$ cat src/chk_bit_pkg.sv
// constants and types shared by the check-code and bit-operation unit
// assumes one 100 MHz clock and a word memory outside the unit
package chk_bit_pkg;

  localparam int          WORD_W          = 16;
  localparam int          DWORD_W         = 32;
  localparam int          BYTE_W          = 8;
  localparam int          ADDR_W          = 16;
  localparam int          IDX_W           = 4;
  localparam int          POP_W           = 6;

  // x^16 + x^12 + x^5 + 1, shifted msb first
  localparam logic [15:0] CCITT_POLY      = 16'h1021;
  // x^16 + x^15 + x^2 + 1, bit reversed for lsb-first shifting
  localparam logic [15:0] CRC16_POLY_REFL = 16'hA001;

  localparam logic [15:0] WORD_ZERO       = 16'h0000;
  localparam logic [15:0] ADDR_ONE        = 16'h0001;
  localparam logic [15:0] DECODE_MAX      = 16'h000F;
  localparam logic [7:0]  BYTE_ZERO       = 8'h00;

  typedef enum logic [3:0] {
    op_ccitt,
    op_crc16,
    op_lrc,
    op_zone_bit_reset,
    op_zone_bit_set,
    op_one_hot_decode,
    op_lowest_bit_encode,
    op_word_pop_count,
    op_dword_pop_count
  } op_t;

  typedef enum logic [1:0] {
    mode_ccitt,
    mode_crc16,
    mode_lrc
  } chk_mode_t;

endpackage

$ cat src/chk_if.sv
// link between the sequencer and the check-code engine
// assumes both ends run on clk_sys
`timescale 1ns/1ps
interface chk_if;
  import chk_bit_pkg::*;

  logic        seed_load;
  logic [15:0] seed;
  chk_mode_t   mode;
  logic        byte_valid;
  logic [7:0]  data_byte;
  logic [15:0] result;

  modport ctrl (
    output seed_load,
    output seed,
    output mode,
    output byte_valid,
    output data_byte,
    input  result
  );

  modport eng (
    input  seed_load,
    input  seed,
    input  mode,
    input  byte_valid,
    input  data_byte,
    output result
  );
endinterface // chk_if

$ cat src/checksum_and_bit_ops_unit.sv
// instruction unit: check codes over word runs plus word bit operations
// assumes a same-clock word memory and bit-element store outside
//
// Summary of operation
// CCITT code uses x^16+x^12+x^5+1 over 16 bits.
// CRC16 code uses x^16+x^15+x^2+1 over 16 bits.
// check walks count words from start element, result to destination.
// destination content seeds the check; program clears it first.
// for MODBUS, program presets all ones and swaps result bytes.
// only the low byte of each data word enters the check.
// CCITT and CRC16 results fill the whole destination word.
// LRC result sits in the destination low byte.
// negative count rejects the check with an operand error.
// zone reset clears a run of bit elements from destination.
// zone reset also clears counter and timer accumulated values.
// zone set drives a run of bit elements to one.
// decode writes a one-hot word indexed by source 0 to 15.
// decode index out of range leaves destination, flags operand error.
// encode writes the lowest index of a one bit in source.
// word pop count stores the number of ones in 16 bits.
// dword pop count stores the number of ones in 32 bits.
// LRC is seed plus negated 8-bit sum of the data bytes.
// CRC16 shifts bytes lsb first, CCITT shifts msb first.
// encode of a zero source leaves destination, flags operand error.
`timescale 1ns/1ps
module checksum_and_bit_ops_unit (
  input  logic               clk_sys,
  input  logic               rst_n,
  input  logic               cmd_valid,
  output logic               cmd_ready,
  input  chk_bit_pkg::op_t   cmd_op,
  input  logic [15:0]        cmd_start_element,
  input  logic signed [15:0] cmd_word_count,
  input  logic [15:0]        cmd_dst,
  input  logic [31:0]        cmd_operand,
  output logic               op_done,
  output logic               op_error,
  output logic               mem_rd_req,
  output logic [15:0]        mem_rd_addr,
  input  logic               mem_rd_valid,
  input  logic [15:0]        mem_rd_data,
  output logic               mem_wr_req,
  output logic [15:0]        mem_wr_addr,
  output logic [15:0]        mem_wr_data,
  output logic               bit_wr_req,
  output logic [15:0]        bit_wr_addr,
  output logic               bit_wr_value,
  output logic               bit_acc_clear
);
  import chk_bit_pkg::*;

  typedef enum {
    st_idle,
    st_seed_rd,
    st_seed_wait,
    st_data_rd,
    st_data_wait,
    st_result_wr,
    st_bitop,
    st_zone,
    st_finish
  } state_t;

  state_t      state_q;
  state_t      state_d;
  op_t         op_q;
  logic [15:0] ptr_q;
  logic [15:0] ptr_d;
  logic [15:0] rem_q;
  logic [15:0] rem_d;
  logic [15:0] dst_q;
  logic [31:0] opnd_q;
  logic        err_q;
  logic        err_d;

  logic        mem_rd_req_q;
  logic [15:0] mem_rd_addr_q;
  logic        mem_wr_req_q;
  logic [15:0] mem_wr_addr_q;
  logic [15:0] mem_wr_data_q;
  logic        bit_wr_req_q;
  logic [15:0] bit_wr_addr_q;
  logic        bit_wr_value_q;
  logic        bit_acc_clear_q;
  logic        op_done_q;
  logic        op_error_q;

  logic [15:0] decode_word;
  logic        decode_err;
  logic [3:0]  encode_idx;
  logic        encode_err;
  logic [5:0]  pop_word;
  logic [5:0]  pop_dword;

  chk_if ch ();

  check_engine u_engine (
    .clk_sys (clk_sys),
    .rst_n   (rst_n),
    .ch      (ch.eng)
  );

  bit_ops_unit u_bitops (
    .operand     (opnd_q),
    .decode_word (decode_word),
    .decode_err  (decode_err),
    .encode_idx  (encode_idx),
    .encode_err  (encode_err),
    .pop_word    (pop_word),
    .pop_dword   (pop_dword)
  );

  // command decode
  wire cmd_is_check = (cmd_op == op_ccitt) || (cmd_op == op_crc16) ||
                      (cmd_op == op_lrc);
  wire cmd_is_zone  = (cmd_op == op_zone_bit_reset) ||
                      (cmd_op == op_zone_bit_set);
  wire cmd_is_bitop = (cmd_op == op_one_hot_decode) ||
                      (cmd_op == op_lowest_bit_encode) ||
                      (cmd_op == op_word_pop_count) ||
                      (cmd_op == op_dword_pop_count);
  wire cmd_count_neg = cmd_word_count < 0;
  wire cmd_take     = cmd_valid && (state_q == st_idle);

  wire in_seed_rd   = state_q == st_seed_rd;
  wire in_data_rd   = state_q == st_data_rd;
  wire in_seed_wait = state_q == st_seed_wait;
  wire in_data_wait = state_q == st_data_wait;
  wire in_result_wr = state_q == st_result_wr;
  wire in_bitop     = state_q == st_bitop;
  wire in_zone      = state_q == st_zone;

  // bit operation select
  wire is_decode = op_q == op_one_hot_decode;
  wire is_encode = op_q == op_lowest_bit_encode;
  wire is_pop16  = op_q == op_word_pop_count;
  wire bitop_err = (is_decode && decode_err) ||
                   (is_encode && encode_err);
  wire [15:0] bitop_word =
    is_decode ? decode_word :
    is_encode ? {12'h000, encode_idx} :
    is_pop16  ? {10'h000, pop_word} :
                {10'h000, pop_dword};

  // engine feed
  assign ch.mode       = (op_q == op_ccitt) ? mode_ccitt :
                         (op_q == op_crc16) ? mode_crc16 : mode_lrc;
  assign ch.seed_load  = in_seed_wait && mem_rd_valid;
  assign ch.seed       = mem_rd_data;
  assign ch.byte_valid = in_data_wait && mem_rd_valid;
  assign ch.data_byte  = mem_rd_data[7:0];

  // memory and bit-store request terms
  wire        rd_go   = in_seed_rd || in_data_rd;
  wire [15:0] rd_addr = in_seed_rd ? dst_q : ptr_q;
  // failed decode or encode never writes, so destination stays intact
  wire        wr_go   = in_result_wr || (in_bitop && !bitop_err);
  wire [15:0] wr_data = in_result_wr ? ch.result : bitop_word;
  wire        zone_set = op_q == op_zone_bit_set;

  always_comb
  begin
    state_d = state_q;
    ptr_d   = ptr_q;
    rem_d   = rem_q;
    err_d   = err_q;
    unique case (state_q)
      st_idle:
      begin
        if (cmd_valid)
        begin
          err_d = 1'b0;
          ptr_d = cmd_is_zone ? cmd_dst : cmd_start_element;
          rem_d = 16'(unsigned'(cmd_word_count));
          if (cmd_is_check && cmd_count_neg)
          begin
            err_d   = 1'b1;
            state_d = st_finish;
          end
          else if (cmd_is_check)
            state_d = st_seed_rd;
          else if (cmd_is_zone)
            state_d = (cmd_count_neg || cmd_word_count == 0) ?
                      st_finish : st_zone;
          else if (cmd_is_bitop)
            state_d = st_bitop;
          else
          begin
            // unknown code: refuse rather than write a guessed word
            err_d   = 1'b1;
            state_d = st_finish;
          end
        end
      end
      st_seed_rd:
        state_d = st_seed_wait;
      st_seed_wait:
      begin
        if (mem_rd_valid)
          state_d = (rem_q == WORD_ZERO) ? st_result_wr : st_data_rd;
      end
      st_data_rd:
        state_d = st_data_wait;
      st_data_wait:
      begin
        if (mem_rd_valid)
        begin
          ptr_d   = ptr_q + ADDR_ONE;
          rem_d   = rem_q - ADDR_ONE;
          state_d = (rem_q == ADDR_ONE) ? st_result_wr : st_data_rd;
        end
      end
      st_result_wr:
        state_d = st_finish;
      st_bitop:
      begin
        err_d   = bitop_err;
        state_d = st_finish;
      end
      st_zone:
      begin
        ptr_d   = ptr_q + ADDR_ONE;
        rem_d   = rem_q - ADDR_ONE;
        if (rem_q == ADDR_ONE)
          state_d = st_finish;
      end
      st_finish:
        state_d = st_idle;
    endcase
  end

  always_ff @(posedge clk_sys or negedge rst_n)
  begin
    if (!rst_n)
    begin
      state_q <= st_idle;
      ptr_q   <= WORD_ZERO;
      rem_q   <= WORD_ZERO;
      err_q   <= 1'b0;
    end
    else
    begin
      state_q <= state_d;
      ptr_q   <= ptr_d;
      rem_q   <= rem_d;
      err_q   <= err_d;
    end
  end

  // command fields held for the whole operation
  always_ff @(posedge clk_sys or negedge rst_n)
  begin
    if (!rst_n)
    begin
      op_q   <= op_ccitt;
      dst_q  <= WORD_ZERO;
      opnd_q <= 32'h0000_0000;
    end
    else if (cmd_take)
    begin
      op_q   <= cmd_op;
      dst_q  <= cmd_dst;
      opnd_q <= cmd_operand;
    end
  end

  always_ff @(posedge clk_sys or negedge rst_n)
  begin
    if (!rst_n)
    begin
      mem_rd_req_q  <= 1'b0;
      mem_rd_addr_q <= WORD_ZERO;
    end
    else
    begin
      mem_rd_req_q  <= rd_go;
      if (rd_go)
        mem_rd_addr_q <= rd_addr;
    end
  end

  always_ff @(posedge clk_sys or negedge rst_n)
  begin
    if (!rst_n)
    begin
      mem_wr_req_q  <= 1'b0;
      mem_wr_addr_q <= WORD_ZERO;
      mem_wr_data_q <= WORD_ZERO;
    end
    else
    begin
      mem_wr_req_q <= wr_go;
      if (wr_go)
      begin
        mem_wr_addr_q <= dst_q;
        mem_wr_data_q <= wr_data;
      end
    end
  end

  // one element per cycle; the store clears c/t values on bit_acc_clear
  always_ff @(posedge clk_sys or negedge rst_n)
  begin
    if (!rst_n)
    begin
      bit_wr_req_q    <= 1'b0;
      bit_wr_addr_q   <= WORD_ZERO;
      bit_wr_value_q  <= 1'b0;
      bit_acc_clear_q <= 1'b0;
    end
    else
    begin
      bit_wr_req_q    <= in_zone;
      bit_acc_clear_q <= in_zone && !zone_set;
      if (in_zone)
      begin
        bit_wr_addr_q  <= ptr_q;
        bit_wr_value_q <= zone_set;
      end
    end
  end

  // status from flops; same timing as the state decode, no glitches
  always_ff @(posedge clk_sys or negedge rst_n)
  begin
    if (!rst_n)
    begin
      op_done_q  <= 1'b0;
      op_error_q <= 1'b0;
    end
    else
    begin
      op_done_q  <= state_d == st_finish;
      op_error_q <= (state_d == st_finish) && err_d;
    end
  end

  assign cmd_ready     = state_q == st_idle;
  assign op_done       = op_done_q;
  assign op_error      = op_error_q;
  assign mem_rd_req    = mem_rd_req_q;
  assign mem_rd_addr   = mem_rd_addr_q;
  assign mem_wr_req    = mem_wr_req_q;
  assign mem_wr_addr   = mem_wr_addr_q;
  assign mem_wr_data   = mem_wr_data_q;
  assign bit_wr_req    = bit_wr_req_q;
  assign bit_wr_addr   = bit_wr_addr_q;
  assign bit_wr_value  = bit_wr_value_q;
  assign bit_acc_clear = bit_acc_clear_q;
endmodule // checksum_and_bit_ops_unit

$ cat src/check_engine.sv
// byte-serial accumulator for ccitt, crc16 and lrc codes
// assumes seed_load comes before the first byte of each run
`timescale 1ns/1ps
module check_engine (
  input  logic clk_sys,
  input  logic rst_n,
  chk_if.eng   ch
);
  import chk_bit_pkg::*;

  logic [15:0] acc_q;
  logic [15:0] acc_d;

  // whole byte folded in one cycle; eight shifts unrolled by the loop
  function automatic logic [15:0] ccitt_step(input logic [15:0] c,
                                             input logic [7:0]  b);
    logic [15:0] r;
    r = c ^ {b, BYTE_ZERO};
    for (int i = 0; i < BYTE_W; i++)
      r = r[15] ? ({r[14:0], 1'b0} ^ CCITT_POLY) : {r[14:0], 1'b0};
    return r;
  endfunction

  function automatic logic [15:0] crc16_step(input logic [15:0] c,
                                             input logic [7:0]  b);
    logic [15:0] r;
    r = c ^ {BYTE_ZERO, b};
    for (int i = 0; i < BYTE_W; i++)
      r = r[0] ? ({1'b0, r[15:1]} ^ CRC16_POLY_REFL) : {1'b0, r[15:1]};
    return r;
  endfunction

  always_comb
  begin
    unique case (ch.mode)
      mode_ccitt: acc_d = ccitt_step(acc_q, ch.data_byte);
      mode_crc16: acc_d = crc16_step(acc_q, ch.data_byte);
      // seed minus running sum equals seed plus negated sum
      default:    acc_d = {acc_q[15:8], acc_q[7:0] - ch.data_byte};
    endcase
  end

  always_ff @(posedge clk_sys or negedge rst_n)
  begin
    if (!rst_n)
      acc_q <= WORD_ZERO;
    else if (ch.seed_load)
      acc_q <= ch.seed;
    else if (ch.byte_valid)
      acc_q <= acc_d;
  end

  assign ch.result = (ch.mode == mode_lrc) ? {BYTE_ZERO, acc_q[7:0]}
                                           : acc_q;
endmodule // check_engine

$ cat src/bit_ops_unit.sv
// combinational decode, lowest-bit encode and population counts
// assumes the operand is held stable by the sequencer
`timescale 1ns/1ps
module bit_ops_unit (
  input  logic [31:0] operand,
  output logic [15:0] decode_word,
  output logic        decode_err,
  output logic [3:0]  encode_idx,
  output logic        encode_err,
  output logic [5:0]  pop_word,
  output logic [5:0]  pop_dword
);
  import chk_bit_pkg::*;

  logic [16:0] seen;
  logic [15:0] first;
  logic [15:0][3:0] idx_term;

  assign seen[0] = 1'b0;

  genvar g;
  generate
    for (g = 0; g < WORD_W; g++)
    begin : g_bit
      assign decode_word[g] = (operand[15:0] == 16'(g));
      assign seen[g+1]      = seen[g] | operand[g];
      assign first[g]       = operand[g] & ~seen[g];
      assign idx_term[g]    = first[g] ? 4'(g) : 4'h0;
    end
  endgenerate

  assign decode_err = operand[15:0] > DECODE_MAX;
  assign encode_err = ~seen[WORD_W];

  always_comb
  begin
    encode_idx = 4'h0;
    for (int i = 0; i < WORD_W; i++)
      encode_idx = encode_idx | idx_term[i];
  end

  always_comb
  begin
    pop_word  = 6'h00;
    pop_dword = 6'h00;
    for (int i = 0; i < DWORD_W; i++)
    begin
      if (i < WORD_W)
        pop_word = pop_word + 6'(operand[i]);
      pop_dword = pop_dword + 6'(operand[i]);
    end
  end
endmodule // bit_ops_unit

$ cat config.mk
export PLATFORM = sky130hd
export DESIGN_NAME = checksum_and_bit_ops_unit
export DESIGN_NICKNAME = d
export VERILOG_FILES = /design/src/chk_bit_pkg.sv /design/src/chk_if.sv /design/src/checksum_and_bit_ops_unit.sv /design/src/check_engine.sv /design/src/bit_ops_unit.sv
export SDC_FILE = /design/constraint.sdc
export NUM_CORES = 1
export LEC_CHECK = 0
export BUFFER_PORTS_ARGS = -buffer_cell sky130_fd_sc_hd__buf_4
export CORE_MARGIN = 5
export CORE_UTILIZATION = 45
export DETAILED_ROUTE_END_ITERATION = 8
export GPL_ROUTABILITY_DRIVEN = 1
export PLACE_DENSITY = 0.68
export SKIP_LAST_GASP = 1
export SLEW_MARGIN = 15
export SYNTH_ARGS = -nofsm -noshare
export SYNTH_HDL_FRONTEND = slang
export SYNTH_SLANG_ARGS = --single-unit
$ cat constraint.sdc
create_clock -name clk_sys -period 6.95 [get_ports clk_sys]
set_input_delay 1.39 -clock clk_sys [delete_from_list [all_inputs] [get_ports clk_sys]]
set_output_delay 1.39 -clock clk_sys [all_outputs]
set_load 0.005 [all_outputs]
### Yosys cells after proc, flatten, opt, wreduce, memory -nomap -nowiden

Index checks and enable logic that the tools add are counted.

| storage, ports and cells | value |
|---|---|
| register bits after elaboration | 204 |
| bits in latches | 0 |
| RAM bits | 0 |
| ROM bits | 0 |
| bits of input ports | 104 |
| output and inout port bits | 72 |
| word-level logic and storage cells | 285 |
| memories kept | 0 |

| cells by class | value |
|---|---|
| $add $sub $neg | 34 |
| $mul | 0 |
| div/mod/pow operators | 0 |
| $lt $le $gt $ge | 2 |
| equality and inequality tests | 49 |
| shift operators | 0 |
| mux-type cells | 67 |
| bitwise gates (word level) | 78 |
| reduce and logical (&&, ||, !) cells | 35 |

Operator list:

| kind | number |
|---|---|
| $mux W16 | 19 |
| $pmux W32 S8 | 1 |
| $eq A32 B3 Y1 const B | 6 |
| $add A6 B1 Y6 | 30 |
| $eq A32 B4 Y1 const B | 5 |
| $eq A16 B4 Y1 const B | 8 |
| $mux W32 | 4 |
| $mux W13 | 8 |
| $eq A32 B2 Y1 const B | 3 |
| $logic_not A32 Y1 | 3 |
| $pmux W16 S3 | 2 |
| $eq A16 B3 Y1 const B | 4 |
| $or A4 B4 Y4 | 14 |
| $mux W4 | 13 |
| $eq A16 B1 Y1 const B | 2 |
| $eq A16 B2 Y1 const B | 2 |
| $eq A32 B1 Y1 const B | 1 |
| $eq A32 B5 Y1 const B | 1 |
| $eq A4 B3 Y1 const B | 8 |
| $logic_not A16 Y1 | 2 |
| $pmux W16 S2 | 1 |
| $not A2 Y3 | 8 |
| $not A3 Y3 | 8 |
| $mux W3 | 6 |
| other kinds (31) | 106 |

### Longest topological paths before layout

| logic depth | value |
|---|---|
| word-level depth | 35 |
| mapped depth | 24 |
| gate-level depth less buffers | 24 |

### By module

Synthesis repeated with hierarchy kept, for this count alone.

| second synthesis, totals | value |
|---|---|
| cell total of the unflattened synthesis | 1223 |
| area total of the unflattened synthesis | 12229.2 sq um |

Modules (own cells, without submodules):

| module | times used | cells an instance | area each (sq um) | sequential area each (sq um) |
|---|---|---|---|---|
| checksum_and_bit_ops_unit | 1 | 852 | 9187.6 | 4704.5 |
| check_engine | 1 | 216 | 1786.7 | 400.4 |
| bit_ops_unit | 1 | 155 | 1255.0 | 0.0 |

### Worst setup path after synthesis

Ideal clock, no wire load.

| timing | value |
|---|---|
| path kind | reg-to-reg |
| start point | register opnd_q[0] |
| end point | register mem_wr_data_q[4] (netlist: mem_wr_data[4]) |
| data arrival time | 6.343 ns |
| required time | 6.832 ns |
| setup slack | 0.489 ns |
| stages on the path, launching flop included | 23 |
| path buffers | 0 |
| clock period less this slack | 6.461 ns |
| cell sequence | dfrtp_1 inv_1 ha_1 inv_1 fa_1 fa_1 fa_1 fa_1 fa_1 inv_1 fa_1 inv_1 fa_1 fa_1 inv_1 fa_1 fa_1 a21o_1 a21oi_1 xnor2_1 a221oi_1 a211oi_1 a21o_1 |

| on the way | value |
|---|---|
| cells in the longest elaborated chain, start to end | 35 |
| elaborated cells between the ends (all ways) | 59 |

RTL lines:

| what | RTL line | text |
|---|---|---|
| from (decl) | checksum_and_bit_ops_unit.sv:72 | `logic [31:0] opnd_q;` |
| from (signal assigned) | checksum_and_bit_ops_unit.sv:263 | `opnd_q <= cmd_operand;` |
| $add A1 B1 Y2 | bit_ops_unit.sv:49, bit_ops_unit.sv:50 |  |
| $add A6 B1 Y6 (14 in a row) | bit_ops_unit.sv:49, bit_ops_unit.sv:50 |  |
| $add A6 B1 Y6 (16 in a row) | bit_ops_unit.sv:50 | `pop_dword = pop_dword + 6'(operand[i]);` |
| $mux W6 | checksum_and_bit_ops_unit.sv:142 | `is_pop16 ? {10'h000, pop_word} :` |
| $mux W6 | checksum_and_bit_ops_unit.sv:141 | `is_encode ? {12'h000, encode_idx} :` |
| $mux W16 | checksum_and_bit_ops_unit.sv:140 | `is_decode ? decode_word :` |
| $mux W16 | checksum_and_bit_ops_unit.sv:158 | `wire [15:0] wr_data = in_result_wr ? ch.result : bitop_word;` |
| to (signal assigned) | checksum_and_bit_ops_unit.sv:296 | `mem_wr_data_q <= wr_data;` |
| to (decl) | checksum_and_bit_ops_unit.sv:80 | `logic [15:0] mem_wr_data_q;` |

Several ways; a longest one is shown, not always the timed one.
A chain may end at the register's enable or synchronous reset.

### Worst setup path in the final report

Ends and elaborated chain as after synthesis.

==> results.sh <==
export IMPL_status="finished clean"
export IMPL_clock_sinks=204
export IMPL_postCtsHoldBufs=0
export IMPL_path_buf_inv=5
export IMPL_syn_area_sq_mm=0.01142
export IMPL_setup_violations=0
export IMPL_layout_setup_ws_ns=0.2987
export IMPL_cp_cell_sequence="inv_1, ha_1, inv_1, fa_1, fa_1, fa_1, fa_1, fa_1, inv_1, fa_1, inv_1, fa_1, fa_1, inv_1, fa_1, fa_2, a21o_1, a21oi_1, xnor2_1, a221oi_2, a211oi_1, a21o_1"
export IMPL_fin_crit_sh=0.9570
export IMPL_synth_ff_type="dfrtp_1"
export IMPL_num_vias=9513
export IMPL_syn_inst=1192
export IMPL_grt_pass1_wl_microns=52080
export IMPL_clkTransAtPathRegs_ns=0.06
export IMPL_cp_top_family="adder cells"
export IMPL_path_depth=22
export IMPL_finalHoldViolations=0
export IMPL_drv_slew=0
export IMPL_rsz0062_at_grt="false"
export IMPL_async_flop_share=1.000
export IMPL_finalCriticalPeriod_ns=6.651
export IMPL_drt_total_wl_microns=32810
export IMPL_crit_required_ns=7.36
export IMPL_max_freq_ghz=0.1503
export IMPL_antenna_left=0
export IMPL_min_path_cells=2
export IMPL_area_growth_pct=21.69
export IMPL_fp_coreArea_sq_mm=0.02511
export IMPL_ff2ff_path_depth=22
export IMPL_finalSetupTns_ns=0
export IMPL_cts_max_path_buffers=3
export IMPL_synth_yosys_seq_area_share=0.4469
export IMPL_multi_input_comb_area_sq_mm=0.005856
export IMPL_clock_tree_root_cell="clkbuf_16"
export IMPL_numCtsBuffers=24
export IMPL_drt_initial_drc_count=929
export IMPL_gr_usage_all_layers=0.2251
export IMPL_arrival_ns=7.06
export IMPL_ys_seq_elements=204
export IMPL_place_ws_ns=0.2209
export IMPL_skew_ns=0.02195
export IMPL_pin_count=176
export IMPL_n_fill_cell=2278
export IMPL_yosysWarnings=0
export IMPL_synth_cell_types=73
export IMPL_io_buffers=175
export IMPL_die_y_microns=169.3
export IMPL_avgSynthCellArea_sq_um=9.582
export IMPL_cp_start_kind="register"
export IMPL_cpPeakStageDelay_ns=0.57
export IMPL_detail_route_first_pass_iterations=7
export IMPL_post_cts_buffers=0
export IMPL_worstPathMaxFanout=3
export IMPL_start_util=0.4549
export IMPL_startpoint="opnd_q[0]"
export IMPL_syn_nets=1347
export IMPL_synth_area_top_cells="dfrtp_1 45%, mux2_2 4.8%, nand2_1 4.6%"
export IMPL_viasPerCell=5.626
export IMPL_tritoncts="done"
export IMPL_place_gp_congestion=0.9543
export IMPL_die_area_sq_mm=0.02867
export IMPL_grt_max_degree=108
export IMPL_rows=58
export IMPL_critPathKind="register to register"
export IMPL_seq_area_sq_mm=0.005105
export IMPL_r2r_start="opnd_q[0]"
export IMPL_fin_util=0.5536
export IMPL_gr_total_overflow=0
export IMPL_hold_class="register to register"
export IMPL_final_nets=1500
export IMPL_clk_latency_ns=0.53
export IMPL_min_from="bit_wr_addr[1]"
export IMPL_maxSlewHeadroom=0.2596
export IMPL_die_x_microns=169.3
export IMPL_end_kind="register"
export IMPL_drive_above_1_share=0.2176
export IMPL_hpwlAfterDp_microns=24560
export IMPL_tightest_slew_ns=1.111
export IMPL_drcViolationCount=0
export IMPL_ctsHtreeMaxLevel=1
export IMPL_antenna_found_initial=1
export IMPL_yosys_area_top_type_share=0.4469
export IMPL_critical_path_most_common_cell="fa_1"
export IMPL_avgRoutedWirePerCell_microns=19.40
export IMPL_max_cap_viol_count=0
export IMPL_yosys_area_top_type="dfrtp_1"
export IMPL_cp_slowest_cell="fa_1"
export IMPL_grt_pass1_vias=9416
export IMPL_synth_edf_count=0
-- sequential cells by signal, indices dropped and copies added (netlist names), 4 cells and up --
register / cells
rem_q: 16
bit_wr_addr: 16
u_engine.acc_q: 16
opnd_q: 32
mem_wr_addr: 16
mem_wr_data: 16
mem_rd_addr: 16
dst_q: 16
ptr_q: 16
state_q: 32
op_q: 4
-- cell usage in the layout, fill, tap and decap left out, drive strengths merged, types with 8 or more instances in the layout --
cell type and instances:
xnor2 36, a22oi 11, mux2i 29, o22ai 26, xor2 14, nor2 86, dfrtp 204, clkinv 8
inv 66, a21o 9, nor4 23, a31oi 12, ha 28, nand3 19, nor3 17, a21oi 69
a221oi 10, buf 186, a211oi 9, nor2b 37, nand2 139, mux2 49, fa 23, and3 13
o21ai 101, clkbuf 29
-- path summary, 6_finish.rpt --
kind / slack [ns] / end
max in group asynchronous: 4.72 / op_q[1]
hold / removal: 0.47 / bit_wr_addr[1]
min in group asynchronous: 0.98 / mem_wr_data[9]
hold reg to reg: 0.47 / bit_wr_addr[1]
setup reg to reg: 0.30 / mem_wr_data[4]
setup / recovery: 0.30 / mem_wr_data[4]
-- tightest hold or removal path, cell delays in order (launching register included) --
cell and delay [ns]:
dfrtp_1 0.34, nand2_1 0.05, nand2_1 0.05
-- kinds of logic (layout without fill, tap and decap cells) --
group	count (synthesis)	count (layout)	synth area share
and+or+nand+nor	388	388	0.1667
AOI/OAI and AO/OA	294	294	0.1602
DFF	204	204	0.4469
buffers and inverters	127	295	0.04316
muxes	78	78	0.07372
adders and majority gates	51	51	0.07098
xor gates and xnor gates	50	50	0.03834
other	0	1	0
-- cell usage after synthesis, types with 5 or more instances --
master    count
a21oi_1      68
and2_1        7
nand3_1      19
ha_1         28
clkbuf_1     50
nand2_1     139
o22ai_1      26
a21o_1        9
nor4b_1       5
mux2_2       49
fa_1         23
and4_1        5
buf_2         6
or3_1         5
nor2b_1      37
and3_1       13
nand2b_1      5
nor3_1       15
dfrtp_1     204
mux2i_1      29
a221oi_1     10
o22a_1        7
a31oi_1      11
nor4_1       23
o211ai_1      7
xor2_1       14
inv_1        66
o21ai_0      99
xnor2_1      36
nor2_1       86
a211oi_1      8
a22oi_1      10
nand4_1       6
-- cell type report --
type	count	share of cell area
Multi-Input combinational cell	861	0.4213
Sequential cell	204	0.3673
Timing Repair Buffer	187	0.1014
Clock buffer	28	0.04573
Tap cell	330	0.02971
Inverter	67	0.01809
Clock inverter	13	0.01629
Antenna cell	1	0.0001800
-- per-layer routing --
metal | wire, microns | GRT usage | up-vias | part of all wire
met5 | 0 | 0 | - | 0
met4 | 927 | 0.06790 | 0 | 0.028
met3 | 2231 | 0.03215 | 60 | 0.068
met2 | 15030 | 0.3503 | 364 | 0.46
met1 | 14620 | 0.3294 | 4574 | 0.45
li1 | - | - | 4515 | -
-- repair_timing --
item	CTS	global route
endpoints found under the hold margin	0	0
resized for setup	0	2
endpoints found under the setup margin	0	1
-- metrics by stage --
| stage | cells | area [sq um] | hold WS (ns) |
|---|---|---|---|
| global placement | 1649 | 13030 | 0.4514 |
| global route | 1691 | 13900 | 0.5029 |
| CTS | 1690 | 13890 | 0.4703 |
| floorplan | 1192 | 11420 | 0.4573 |
| detailed placement | 1649 | 13030 | 0.4584 |
| finish | 1691 | 13900 | 0.4688 |
Power is left out: the tool's default activity adds up to more than one toggle a clock period on the data nets, which glitch-free logic cannot reach.
